### config.mk
export PLATFORM = sky130hd
export DESIGN_NAME = iols_sampler
export DESIGN_NICKNAME = d
export VERILOG_FILES = /design/src/pkg/iols_pkg.sv /design/src/core/iols_ms_timer.sv /design/src/core/iols_rec_mem.sv /design/src/core/iols_sampler.sv
export SDC_FILE = /design/constraint.sdc
export NUM_CORES = 1
export LEC_CHECK = 0
export BUFFER_PORTS_ARGS = -buffer_cell sky130_fd_sc_hd__buf_2
export CORE_AREA = 2 2 263 265
export CTS_CLUSTER_SIZE = 16
export DETAILED_ROUTE_END_ITERATION = 6
export DIE_AREA = 0 0 265 267
export GPL_ROUTABILITY_DRIVEN = 1
export GPL_TIMING_DRIVEN = 0
export MAX_ROUTING_LAYER = met4
export PLACE_DENSITY = 0.71
export SETUP_SLACK_MARGIN = 0.4
export SKIP_LAST_GASP = 1
export SYNTH_ARGS = -nofsm -noshare
export SYNTH_HDL_FRONTEND = slang
export SYNTH_SLANG_ARGS = --single-unit
### constraint.sdc
create_clock -name clk_sys -period 9.9 [get_ports clk_sys]
set_input_delay 0.495 -clock clk_sys [delete_from_list [all_inputs] [get_ports clk_sys]]
set_output_delay 0.495 -clock clk_sys [all_outputs]
set_load 0.05 [all_outputs]
### src/pkg/iols_pkg.sv
// shared constants and types of the i/o line sampler
`default_nettype none

package iols_pkg;

  // line and channel counts, field widths and the pwm line numbers
  localparam int NUM_LINES = 32'h0000_000D;
  localparam int NUM_ANALOG = 32'h0000_0006;
  localparam int ADC_W = 32'h0000_000A;
  localparam int MODE_W = 32'h0000_0004;
  localparam int PERIOD_W = 32'h0000_0010;
  localparam int ADDR_W = 32'h0000_0020;
  localparam int PWM0_LINE = 32'h0000_000A;
  localparam int PWM1_LINE = 32'h0000_000B;

  // pin mode encodings
  localparam logic [3:0] MODE_DISABLED = 4'h0;
  localparam logic [3:0] MODE_RESERVED = 4'h1;
  localparam logic [3:0] MODE_ANALOG = 4'h2;
  localparam logic [3:0] MODE_DIN = 4'h3;
  localparam logic [3:0] MODE_DOUT_LOW = 4'h4;
  localparam logic [3:0] MODE_DOUT_HIGH = 4'h5;
  localparam logic [3:0] MODE_ALT_LO = 4'h6;
  localparam logic [3:0] MODE_ALT_HI = 4'h9;

  // record contents
  localparam logic [7:0] SAMPLE_SETS = 8'h01;
  localparam logic [7:0] RESP_FRAME_TYPE = 8'h88;
  localparam logic [7:0] NO_FRAME_TYPE = 8'h00;
  localparam logic [7:0] FIELD_DELIM = 8'h0D;
  localparam logic [1:0] API_TRANSPARENT = 2'h0;

  // byte slots of a record, in transmit order
  localparam logic [4:0] K_COUNT = 5'h00;
  localparam logic [4:0] K_DMASK_HI = 5'h01;
  localparam logic [4:0] K_DMASK_LO = 5'h02;
  localparam logic [4:0] K_AMASK = 5'h03;
  localparam logic [4:0] K_DSTATE_HI = 5'h04;
  localparam logic [4:0] K_DSTATE_LO = 5'h05;
  localparam logic [4:0] K_ANALOG0 = 5'h06;
  localparam logic [4:0] K_LAST = 5'h11;
  localparam logic [4:0] K_ONE = 5'h01;

  // record buffer
  localparam int REC_DEPTH = 32'h0000_0020;
  localparam int REC_AW = $clog2(REC_DEPTH);

  // millisecond timing at the system clock
  localparam int CLK_PERIOD_NS = 32'h0000_0004;
  localparam int MS_PERIOD_NS = 32'h000F_4240;
  localparam int MS_CYCLES = (MS_PERIOD_NS + CLK_PERIOD_NS - 1) / CLK_PERIOD_NS;

  typedef enum logic [1:0] {
    SRC_TEXT = 2'b00,
    SRC_LOCAL = 2'b01,
    SRC_REMOTE = 2'b10,
    SRC_PERIODIC = 2'b11
  } iols_src_t;

  typedef enum logic [1:0] {
    ST_IDLE = 2'b00,
    ST_BUILD = 2'b01,
    ST_SEND = 2'b11
  } iols_state_t;

endpackage : iols_pkg

`default_nettype wire
### src/core/iols_ms_timer.sv
// millisecond interval timer with a one-cycle pulse at each interval end
`default_nettype none

module iols_ms_timer #(
  parameter int CYC_PER_MS = 250000,
  parameter int MS_W = 16
) (
  // clock and reset
  input wire logic clk_sys,
  input wire logic reset,
  // control
  input wire logic run,
  input wire logic [MS_W-1:0] limit_ms,
  // event
  output logic expired
);

  localparam int CW = $clog2(CYC_PER_MS + 1);
  localparam logic [CW-1:0] CYC_END = CW'(CYC_PER_MS - 1);
  localparam logic [CW-1:0] CYC_ONE = CW'(1);
  localparam logic [MS_W-1:0] MS_ONE = MS_W'(1);

  logic [CW-1:0] cyc_ff;
  logic [MS_W-1:0] ms_ff;
  logic tick_ff;

  wire cyc_end_w = (cyc_ff == CYC_END);
  wire ms_end_w = (ms_ff == limit_ms - MS_ONE);

  // a stopped timer restarts from zero so the first interval is whole
  always_ff @(posedge clk_sys or posedge reset) begin
    if (reset) begin
      cyc_ff <= '0;
      ms_ff <= '0;
      tick_ff <= 1'b0;
    end else if (!run) begin
      cyc_ff <= '0;
      ms_ff <= '0;
      tick_ff <= 1'b0;
    end else begin
      cyc_ff <= cyc_end_w ? '0 : cyc_ff + CYC_ONE;
      ms_ff <= !cyc_end_w ? ms_ff : (ms_end_w ? '0 : ms_ff + MS_ONE);
      tick_ff <= cyc_end_w && ms_end_w;
    end
  end

  assign expired = tick_ff;

endmodule : iols_ms_timer

`default_nettype wire

### src/core/iols_rec_mem.sv
// record byte buffer, one write port and one registered read port
`default_nettype none

module iols_rec_mem #(
  parameter int DW = 8,
  parameter int DEPTH = 32,
  parameter int AW = $clog2(DEPTH)
) (
  // clock
  input wire logic clk_sys,
  // write port
  input wire logic we,
  input wire logic [AW-1:0] waddr,
  input wire logic [DW-1:0] wdata,
  // read port
  input wire logic [AW-1:0] raddr,
  output logic [DW-1:0] rdata
);

  logic [DW-1:0] mem_ff [DEPTH];
  logic [DW-1:0] rdata_ff;

  always_ff @(posedge clk_sys) begin
    if (we) begin
      mem_ff[waddr] <= wdata;
    end
    rdata_ff <= mem_ff[raddr];
  end

  assign rdata = rdata_ff;

endmodule : iols_rec_mem

`default_nettype wire

### src/core/iols_sampler.sv
// i/o line sampler: pin modes, sample records, periodic sampling, forwarding
`default_nettype none

module iols_sampler
  import iols_pkg::*;
#(
  parameter int CYC_PER_MS = MS_CYCLES
) (
  // clock and reset
  input wire logic clk_sys,
  input wire logic reset,
  // pin mode settings
  input wire logic [MODE_W-1:0] line0_mode_setting,
  input wire logic [MODE_W-1:0] line1_mode_setting,
  input wire logic [MODE_W-1:0] line2_mode_setting,
  input wire logic [MODE_W-1:0] line3_mode_setting,
  input wire logic [MODE_W-1:0] line4_mode_setting,
  input wire logic [MODE_W-1:0] line5_mode_setting,
  input wire logic [MODE_W-1:0] line6_mode_setting,
  input wire logic [MODE_W-1:0] line7_mode_setting,
  input wire logic [MODE_W-1:0] line8_mode_setting,
  input wire logic [MODE_W-1:0] line9_mode_setting,
  input wire logic [MODE_W-1:0] line10_mode_setting,
  input wire logic [MODE_W-1:0] line11_mode_setting,
  input wire logic [MODE_W-1:0] line12_mode_setting,
  input wire logic [NUM_LINES-1:0] pull_enable_mask,
  input wire logic [NUM_LINES-1:0] pull_direction_mask,
  // pins
  input wire logic [NUM_LINES-1:0] gpio_in,
  output logic [NUM_LINES-1:0] gpio_out,
  output logic [NUM_LINES-1:0] gpio_oe_n,
  output logic [NUM_LINES-1:0] pull_up_en,
  output logic [NUM_LINES-1:0] pull_down_en,
  output logic [NUM_LINES-1:0] alt_fn_en,
  output logic [1:0] pwm_en,
  // analog converter results
  input wire logic [ADC_W-1:0] analog_input_0,
  input wire logic [ADC_W-1:0] analog_input_1,
  input wire logic [ADC_W-1:0] analog_input_2,
  input wire logic [ADC_W-1:0] analog_input_3,
  input wire logic [ADC_W-1:0] analog_input_4,
  input wire logic [ADC_W-1:0] analog_input_5,
  // sampling control
  input wire logic sample_query_command,
  input wire iols_src_t sample_query_src,
  input wire logic [PERIOD_W-1:0] sample_period_ms,
  input wire logic [ADDR_W-1:0] dest_addr_high,
  input wire logic [ADDR_W-1:0] dest_addr_low,
  output logic query_error,
  // sleep
  input wire logic sleep_enabled,
  input wire logic awake,
  input wire logic [PERIOD_W-1:0] wake_hold_time,
  output logic sleep_ready,
  // outgoing record stream
  output logic rec_valid,
  output logic [7:0] rec_byte,
  output logic rec_last,
  input wire logic rec_ready,
  output iols_src_t rec_src,
  output logic [7:0] rec_frame_type,
  output logic [2*ADDR_W-1:0] rec_dest_addr,
  // received samples from the radio
  input wire logic rx_valid,
  input wire logic [7:0] rx_byte,
  input wire logic rx_last,
  input wire logic [1:0] framed_api_select,
  output logic fwd_valid,
  output logic [7:0] fwd_byte,
  output logic fwd_last
);

  // ---- pin mode decode
  logic [MODE_W-1:0] mode_w [NUM_LINES];
  logic [ADC_W-1:0] an_in_w [NUM_ANALOG];
  logic [NUM_LINES-1:0] din_w, dout_w, dhigh_w, an_w, alt_w;

  assign mode_w[0] = line0_mode_setting;
  assign mode_w[1] = line1_mode_setting;
  assign mode_w[2] = line2_mode_setting;
  assign mode_w[3] = line3_mode_setting;
  assign mode_w[4] = line4_mode_setting;
  assign mode_w[5] = line5_mode_setting;
  assign mode_w[6] = line6_mode_setting;
  assign mode_w[7] = line7_mode_setting;
  assign mode_w[8] = line8_mode_setting;
  assign mode_w[9] = line9_mode_setting;
  assign mode_w[10] = line10_mode_setting;
  assign mode_w[11] = line11_mode_setting;
  assign mode_w[12] = line12_mode_setting;
  assign an_in_w[0] = analog_input_0;
  assign an_in_w[1] = analog_input_1;
  assign an_in_w[2] = analog_input_2;
  assign an_in_w[3] = analog_input_3;
  assign an_in_w[4] = analog_input_4;
  assign an_in_w[5] = analog_input_5;

  for (genvar i = 0; i < NUM_LINES; i++) begin : g_mode
    assign din_w[i] = (mode_w[i] == MODE_DIN);
    assign dout_w[i] = (mode_w[i] == MODE_DOUT_LOW) || (mode_w[i] == MODE_DOUT_HIGH);
    assign dhigh_w[i] = (mode_w[i] == MODE_DOUT_HIGH);
    assign an_w[i] = (mode_w[i] == MODE_ANALOG);
    assign alt_w[i] = (mode_w[i] == MODE_RESERVED) ||
                      ((mode_w[i] >= MODE_ALT_LO) && (mode_w[i] <= MODE_ALT_HI));
  end

  // only the analog-capable lines contribute to the analog mask
  wire [NUM_ANALOG-1:0] amask_w = an_w[NUM_ANALOG-1:0];
  wire inputs_defined_w = (|din_w) || (|amask_w);

  // ---- pins
  logic [NUM_LINES-1:0] gpio_meta_ff, gpio_sync_ff;
  logic [NUM_LINES-1:0] gpio_out_ff, gpio_oe_n_ff, pull_up_ff, pull_dn_ff, alt_ff;
  logic [1:0] pwm_ff;
  wire [NUM_LINES-1:0] pull_up_req_w = pull_enable_mask & pull_direction_mask;
  wire [NUM_LINES-1:0] pull_dn_req_w = pull_enable_mask & ~pull_direction_mask;

  always_ff @(posedge clk_sys or posedge reset) begin
    if (reset) begin
      gpio_meta_ff <= '0;
      gpio_sync_ff <= '0;
      gpio_out_ff <= '0;
      gpio_oe_n_ff <= '1;
      pull_up_ff <= '0;
      pull_dn_ff <= '0;
      alt_ff <= '0;
      pwm_ff <= '0;
    end else begin
      gpio_meta_ff <= gpio_in;
      gpio_sync_ff <= gpio_meta_ff;
      gpio_out_ff <= dhigh_w;
      gpio_oe_n_ff <= ~dout_w;
      pull_up_ff <= pull_up_req_w;
      pull_dn_ff <= pull_dn_req_w;
      alt_ff <= alt_w;
      pwm_ff <= {an_w[PWM1_LINE], an_w[PWM0_LINE]};
    end
  end

  // ---- timers
  logic wake_done_ff, period_tick_w, wake_tick_w;
  wire sleep_gate_w = sleep_enabled && (!awake || wake_done_ff);
  wire period_run_w = (sample_period_ms != '0) && !sleep_gate_w;
  wire wake_run_w = sleep_enabled && awake && !wake_done_ff && (wake_hold_time != '0);

  iols_ms_timer #(.CYC_PER_MS(CYC_PER_MS), .MS_W(PERIOD_W)) u_period_tmr (
    .clk_sys(clk_sys),
    .reset(reset),
    .run(period_run_w),
    .limit_ms(sample_period_ms),
    .expired(period_tick_w)
  );

  iols_ms_timer #(.CYC_PER_MS(CYC_PER_MS), .MS_W(PERIOD_W)) u_wake_tmr (
    .clk_sys(clk_sys),
    .reset(reset),
    .run(wake_run_w),
    .limit_ms(wake_hold_time),
    .expired(wake_tick_w)
  );

  // ---- request arbitration; a query is served ahead of a periodic sample
  iols_state_t state_ff, nxt_state;
  logic query_pend_ff, period_pend_ff, err_ff, text_ff;
  iols_src_t query_src_ff, src_ff;
  wire is_idle_w = (state_ff == ST_IDLE);
  wire serve_query_w = is_idle_w && query_pend_ff;
  wire serve_period_w = is_idle_w && !query_pend_ff && period_pend_ff;
  wire start_w = (serve_query_w || serve_period_w) && inputs_defined_w;
  wire nxt_query_pend = sample_query_command || (query_pend_ff && !serve_query_w);
  wire nxt_period_pend = period_tick_w || (period_pend_ff && !serve_period_w);
  wire nxt_err = serve_query_w && !inputs_defined_w;
  wire nxt_wake_done = awake && (wake_done_ff || wake_tick_w);

  // ---- record snapshot and byte selection
  logic [NUM_LINES-1:0] snap_dmask_ff, snap_dstate_ff;
  logic [NUM_ANALOG-1:0] snap_amask_ff;
  logic [ADC_W-1:0] snap_an_ff [NUM_ANALOG];
  logic [4:0] k_ff;
  logic cr_pend_ff;
  logic [REC_AW-1:0] wptr_ff, rd_ptr_ff;
  logic [7:0] item_byte_w;
  logic item_valid_w, item_end_w;
  logic [15:0] dmask16_w, dstate16_w, an16_w;
  logic [4:0] an_off_w;

  assign dmask16_w = 16'(snap_dmask_ff);
  assign dstate16_w = 16'(snap_dstate_ff);
  assign an_off_w = k_ff - K_ANALOG0;
  assign an16_w = 16'(snap_an_ff[an_off_w[3:1]]);

  always_comb begin
    item_byte_w = an_off_w[0] ? an16_w[7:0] : an16_w[15:8];
    item_valid_w = snap_amask_ff[an_off_w[3:1]];
    item_end_w = an_off_w[0];
    case (k_ff)
      K_COUNT: begin
        item_byte_w = SAMPLE_SETS;
        item_valid_w = 1'b1;
        item_end_w = 1'b1;
      end
      K_DMASK_HI: begin
        item_byte_w = dmask16_w[15:8];
        item_valid_w = 1'b1;
        item_end_w = 1'b0;
      end
      K_DMASK_LO: begin
        item_byte_w = dmask16_w[7:0];
        item_valid_w = 1'b1;
        item_end_w = 1'b1;
      end
      K_AMASK: begin
        item_byte_w = 8'(snap_amask_ff);
        item_valid_w = 1'b1;
        item_end_w = 1'b1;
      end
      K_DSTATE_HI: begin
        item_byte_w = dstate16_w[15:8];
        item_valid_w = (snap_dmask_ff != '0);
        item_end_w = 1'b0;
      end
      K_DSTATE_LO: begin
        item_byte_w = dstate16_w[7:0];
        item_valid_w = (snap_dmask_ff != '0);
        item_end_w = 1'b1;
      end
      default: begin
      end
    endcase
  end

  // ---- building: each kept byte goes to the buffer, a delimiter after each field in text mode
  wire building_w = (state_ff == ST_BUILD);
  wire hold_k_w = !cr_pend_ff && item_valid_w && item_end_w && text_ff;
  wire mem_we_w = building_w && (cr_pend_ff || item_valid_w);
  wire [7:0] mem_wdata_w = cr_pend_ff ? FIELD_DELIM : item_byte_w;
  wire build_done_w = building_w && !hold_k_w && (k_ff == K_LAST);

  // ---- sending: one read, one load, one handshake per byte
  logic rec_valid_ff, rec_last_ff, fetch_ff, fwd_valid_ff, fwd_last_ff;
  logic [7:0] rec_byte_ff, rec_frame_ff, fwd_byte_ff, mem_rdata_w;
  logic [2*ADDR_W-1:0] rec_dest_ff;
  wire sending_w = (state_ff == ST_SEND);
  wire issue_w = sending_w && !rec_valid_ff && !fetch_ff && (rd_ptr_ff != wptr_ff);
  wire [REC_AW-1:0] rd_next_w = rd_ptr_ff + REC_AW'(K_ONE);
  wire handshake_w = rec_valid_ff && rec_ready;
  wire [7:0] start_frame_w = (query_src_ff == SRC_TEXT) ? NO_FRAME_TYPE : RESP_FRAME_TYPE;

  iols_rec_mem #(.DW(8), .DEPTH(REC_DEPTH)) u_rec_mem (
    .clk_sys(clk_sys),
    .we(mem_we_w),
    .waddr(wptr_ff),
    .wdata(mem_wdata_w),
    .raddr(rd_ptr_ff),
    .rdata(mem_rdata_w)
  );

  always_comb begin
    nxt_state = state_ff;
    case (state_ff)
      ST_IDLE: nxt_state = start_w ? ST_BUILD : ST_IDLE;
      ST_BUILD: nxt_state = build_done_w ? ST_SEND : ST_BUILD;
      ST_SEND: nxt_state = (handshake_w && rec_last_ff) ? ST_IDLE : ST_SEND;
      default: nxt_state = ST_IDLE;
    endcase
  end

  always_ff @(posedge clk_sys or posedge reset) begin
    if (reset) begin
      state_ff <= ST_IDLE;
      query_pend_ff <= 1'b0;
      period_pend_ff <= 1'b0;
      err_ff <= 1'b0;
      wake_done_ff <= 1'b0;
      query_src_ff <= SRC_TEXT;
    end else begin
      state_ff <= nxt_state;
      query_pend_ff <= nxt_query_pend;
      period_pend_ff <= nxt_period_pend;
      err_ff <= nxt_err;
      wake_done_ff <= nxt_wake_done;
      if (sample_query_command) begin
        query_src_ff <= sample_query_src;
      end
    end
  end

  // snapshot is taken once so the record is consistent even if pins move while it is sent
  always_ff @(posedge clk_sys or posedge reset) begin
    if (reset) begin
      snap_dmask_ff <= '0;
      snap_dstate_ff <= '0;
      snap_amask_ff <= '0;
      snap_an_ff <= '{default: '0};
      src_ff <= SRC_TEXT;
      text_ff <= 1'b0;
      rec_frame_ff <= NO_FRAME_TYPE;
      rec_dest_ff <= '0;
    end else if (start_w) begin
      snap_dmask_ff <= din_w;
      snap_dstate_ff <= gpio_sync_ff & din_w;
      snap_amask_ff <= amask_w;
      snap_an_ff <= an_in_w;
      src_ff <= serve_query_w ? query_src_ff : SRC_PERIODIC;
      text_ff <= serve_query_w && (query_src_ff == SRC_TEXT);
      rec_frame_ff <= serve_query_w ? start_frame_w : NO_FRAME_TYPE;
      rec_dest_ff <= {dest_addr_high, dest_addr_low};
    end
  end

  always_ff @(posedge clk_sys or posedge reset) begin
    if (reset) begin
      k_ff <= K_COUNT;
      cr_pend_ff <= 1'b0;
      wptr_ff <= '0;
      rd_ptr_ff <= '0;
    end else if (start_w) begin
      k_ff <= K_COUNT;
      cr_pend_ff <= 1'b0;
      wptr_ff <= '0;
      rd_ptr_ff <= '0;
    end else begin
      if (building_w) begin
        cr_pend_ff <= hold_k_w;
        k_ff <= hold_k_w ? k_ff : k_ff + K_ONE;
      end
      if (mem_we_w) begin
        wptr_ff <= wptr_ff + REC_AW'(K_ONE);
      end
      if (fetch_ff) begin
        rd_ptr_ff <= rd_next_w;
      end
    end
  end

  always_ff @(posedge clk_sys or posedge reset) begin
    if (reset) begin
      fetch_ff <= 1'b0;
      rec_valid_ff <= 1'b0;
      rec_byte_ff <= '0;
      rec_last_ff <= 1'b0;
    end else begin
      fetch_ff <= issue_w;
      if (fetch_ff) begin
        rec_valid_ff <= 1'b1;
        rec_byte_ff <= mem_rdata_w;
        rec_last_ff <= (rd_next_w == wptr_ff);
      end else if (handshake_w) begin
        rec_valid_ff <= 1'b0;
      end
    end
  end

  // samples from the radio pass through only in framed mode
  always_ff @(posedge clk_sys or posedge reset) begin
    if (reset) begin
      fwd_valid_ff <= 1'b0;
      fwd_byte_ff <= '0;
      fwd_last_ff <= 1'b0;
    end else begin
      fwd_valid_ff <= rx_valid && (framed_api_select != API_TRANSPARENT);
      fwd_byte_ff <= rx_byte;
      fwd_last_ff <= rx_last;
    end
  end

  assign gpio_out = gpio_out_ff;
  assign gpio_oe_n = gpio_oe_n_ff;
  assign pull_up_en = pull_up_ff;
  assign pull_down_en = pull_dn_ff;
  assign alt_fn_en = alt_ff;
  assign pwm_en = pwm_ff;
  assign query_error = err_ff;
  assign sleep_ready = wake_done_ff;
  assign rec_valid = rec_valid_ff;
  assign rec_byte = rec_byte_ff;
  assign rec_last = rec_last_ff;
  assign rec_src = src_ff;
  assign rec_frame_type = rec_frame_ff;
  assign rec_dest_addr = rec_dest_ff;
  assign fwd_valid = fwd_valid_ff;
  assign fwd_byte = fwd_byte_ff;
  assign fwd_last = fwd_last_ff;
endmodule : iols_sampler

`default_nettype wire

==> metrics.yaml <==
synthesis:
  ys_seq_area_share_pct: 63.24
  synthFlopType: "dfrtp_1"
  ys_types: 83
  syn_area_um2: 27000
  ys_warn_count: 0
  netlist_top_cells_area: "dfrtp_1 (33%), edfxtp_1 (28%), mux4_2 (7.6%)"
  postSynthCellCount: 2168
  syn_avg_cell_area_um2: 12.45
  yosysTopAreaCell: "dfrtp_1"
  synth_seq_cells: 632
  synth-edff-count: 256
  asyncSetResetFlopFracSynth_pct: 58.23
  synth_top_area_share_pct: 32.91
run_status:
  violations: "design-rule violations"
  status: "finished with violations"
global_route:
  antenna_found_initial: 7
  grt_pass1_vias: 19330
  grt_first_pass_wirelength_um: 108400
  grt_usage_pct: 20.32
  globalRouteOverflowTotal: 0
  grt_max_degree: 44
cts:
  postCtsSetupBuffers: 0
  clock_latency_ns: 0.64
  path_clk_slew_ns: 0.06
  cts_tree: "yes"
  clock-root-buffer: "clkbuf_16"
  clkSinkCount: 632
  htreeDepth: 3
  cts_made_buffers: 69
  clock_path_buffers: 3
timing:
  clock_skew_ns: 0.04146
  timing.setup.tns_ns: 0
  worstMarginPinSlew_ns: 1.302
  slew_headroom_pct: 12.95
  rsz0062_at_grt: "false"
  post-route-min-period_ns: 5.183
  fmax_ghz: 0.1929
  min_period_over_period_pct: 52.36
  report.final.hold_viol_count: 0
  setup_violations: 0
  slew_viol_final: 0
min_path:
  hp-start: "pull_direction_mask[12]"
  whs_endpoint: "pull_down_en[12]"
  hold_depth: 2
  hp-class: "input port to register"
place:
  gp_congestion: 0.8762
  portBuffers: 419
  dp_hpwl_um: 49940
pwr:
  power_frac_comb_pct: 4.8
  power.share.sequential_pct: 48.9
  worst_ir_drop_vdd_v: 0.0001198
  power_frac_clock_pct: 46.3
  p_sw_mw: 1.277
  p_per_area_nw_per_um2: 169.4
  switching_share_pct: 22.72
  internal-power_mw: 4.345
  leakage_nw: 14.35
  power_mw: 5.623
setup_path:
  endpoint_kind: "register"
  crit_type: "register to register"
  start_kind: "register"
  cp.arrival_ns: 5.44
  rr_worst_depth: 13
  r2r-start: "k_ff[1]"
  timing.rr.end: "u_rec_mem.mem_ff[0][4]"
  cp.required_ns: 10.16
  worst-r2r-setup-slack_ns: 4.72
  path_max_fanout: 10
routing:
  drtIter0Drc: 1423
  routed_wl_um: 69290
  routedWlPerCell_um: 18.97
  drtPass1Iterations: 7
  drc_errors: 2
  drtAntennaViolNets: 0
  drt-vias-per-instance: 5.219
  vias: 19060
layout:
  area_growth_pct: 22.97
  fillers: 5875
  drive_above_1_share_pct: 26.70
  num-nets-final: 2991
floorplanning:
  coreArea_um2: 67990
  rows: 96
  io_pins: 430
  initial_core_util_pct: 39.71
  die_area_um2: 70760
  fp.dieW_um: 265
  die_y_um: 267
flow_run:
  maxCapViolations: 0
-- registers in the layout, indices dropped and copies added (netlist names), 6 cells and up --
register             cells
u_rec_mem.rdata          8
pull_down_en            13
alt_fn_en               13
gpio_meta_ff            13
u_wake_tmr.ms_ff        16
snap_an_ff              60
snap_dmask_ff           13
u_wake_tmr.cyc_ff       18
snap_amask_ff            6
gpio_sync_ff            13
u_rec_mem.mem_ff       256
snap_dstate_ff          13
rec_dest_addr           64
u_period_tmr.cyc_ff     18
gpio_out                13
u_period_tmr.ms_ff      16
rec_byte                 8
fwd_byte                 8
gpio_oe_n               13
pull_up_en              13
-- cell type report --
type | count | area, µm² | area share (%)
Sequential cell | 632 | 17070 | 51.43
Tap cell | 882 | 1104 | 3.324
Antenna cell | 6 | 15.01 | 0.04523
Inverter | 33 | 127.6 | 0.3844
Clock buffer | 91 | 1901 | 5.725
Multi-Input combinational cell | 1399 | 9408 | 28.34
Clock inverter | 37 | 429.2 | 1.293
Timing Repair Buffer | 463 | 2683 | 8.080
Buffer | 109 | 459.2 | 1.383
-- power by group through the flow --
stage	logic, mW	registers [mW]	clock network, mW
finish	0.269	2.75	2.60
floorplan	0.0883	2.86	0
global route	0.294	2.75	2.75
global placement	0.249	2.80	0
CTS	0.272	2.75	2.65
detailed placement	0.262	2.80	0
-- Yosys cell counts (all sizes together) (23+ instances only) --
library cell  instances
o31ai                29
xnor2                51
nand2               517
nand4                23
nor3                 28
nand3                70
and3                 23
xor2                 44
dfrtp               355
nor2                149
buf                  27
o21ai                32
mux4                 91
edfxtp              256
inv                  33
clkbuf               82
-- worst max path at each step --
stage | slack, ns | from | endpoint
after floorplan | 4.48 | reset | alt_fn_en[0]
after global placement | 0.76 | k_ff[1] | u_rec_mem.mem_ff[0][0]
after detailed placement | 4.68 | k_ff[1] | u_rec_mem.mem_ff[2][0]
after CTS | 4.69 | k_ff[1] | u_rec_mem.mem_ff[0][2]
after global routing | 4.28 | k_ff[1] | u_rec_mem.mem_ff[0][2]
final | 4.72 | k_ff[1] | u_rec_mem.mem_ff[0][4]
-- layer usage --
layer | share of wire, % | vias up | track usage [%]
li1 | - | 8794 | -
met1 | 41 | 9424 | 25.80
met2 | 49 | 683 | 33.10
met3 | 6.4 | 157 | 3.063
met4 | 3.3 | 0 | 7.757
met5 | 0 | - | -
-- cells by family after synthesis --
group	synth area share (%)
xor gates and xnor gates	3.082
AOI/OAI and AO/OA	4.904
buffers and inverters	2.160
other	0.01389
and+or+nand+nor	16.91
adders and majority gates	0.7879
DFF	63.24
muxes	8.899
-- placed cells by master (no fill, tap or decap), types with 51 or more instances in the layout --
cell type,instances
nand2_1,516
buf_2,426
dfrtp_1,355
edfxtp_1,256
nor2_1,147
clkbuf_1,96
mux4_2,91
clkbuf_16,70
nand3_1,69
xnor2_1,51
-- through the flow --
step / worst slack [ns] / hold slack (ns) / instances / cell area, µm² / util [%]
floorplan: 4.477 / 0.3312 / 2173 / 27020 / -
global route: 4.281 / 0.01091 / 3652 / 33200 / 48.83
finish: 4.717 / 0.04355 / 3652 / 33200 / 48.83
global placement: 0.7609 / 0.3327 / 3474 / 30220 / 44.45
CTS: 4.688 / 0.005086 / 3645 / 33170 / 48.79
detailed placement: 4.682 / 0.3364 / 3490 / 30570 / 44.96
-- critical path: stages, from the launching register on --
cell       delay, ns
dfrtp_1         0.40
clkbuf_1        0.43
buf_2           0.43
clkbuf_1        0.61
inv_1           0.18
ha_1            0.27
and3_1          0.17
buf_1           0.20
o2111ai_1       0.35
a21o_1          0.23
and2_0          0.13
clkbuf_1        0.20
nand2_1         0.37
nor2_1          0.82
-- repair_timing --
action / in CTS / in global routing
gates resized for setup: 0 / 0
endpoints found under the hold margin: 43 / 0
hold buffers: 27 / 0
Note: power is estimated with default switching activity, not from simulation.
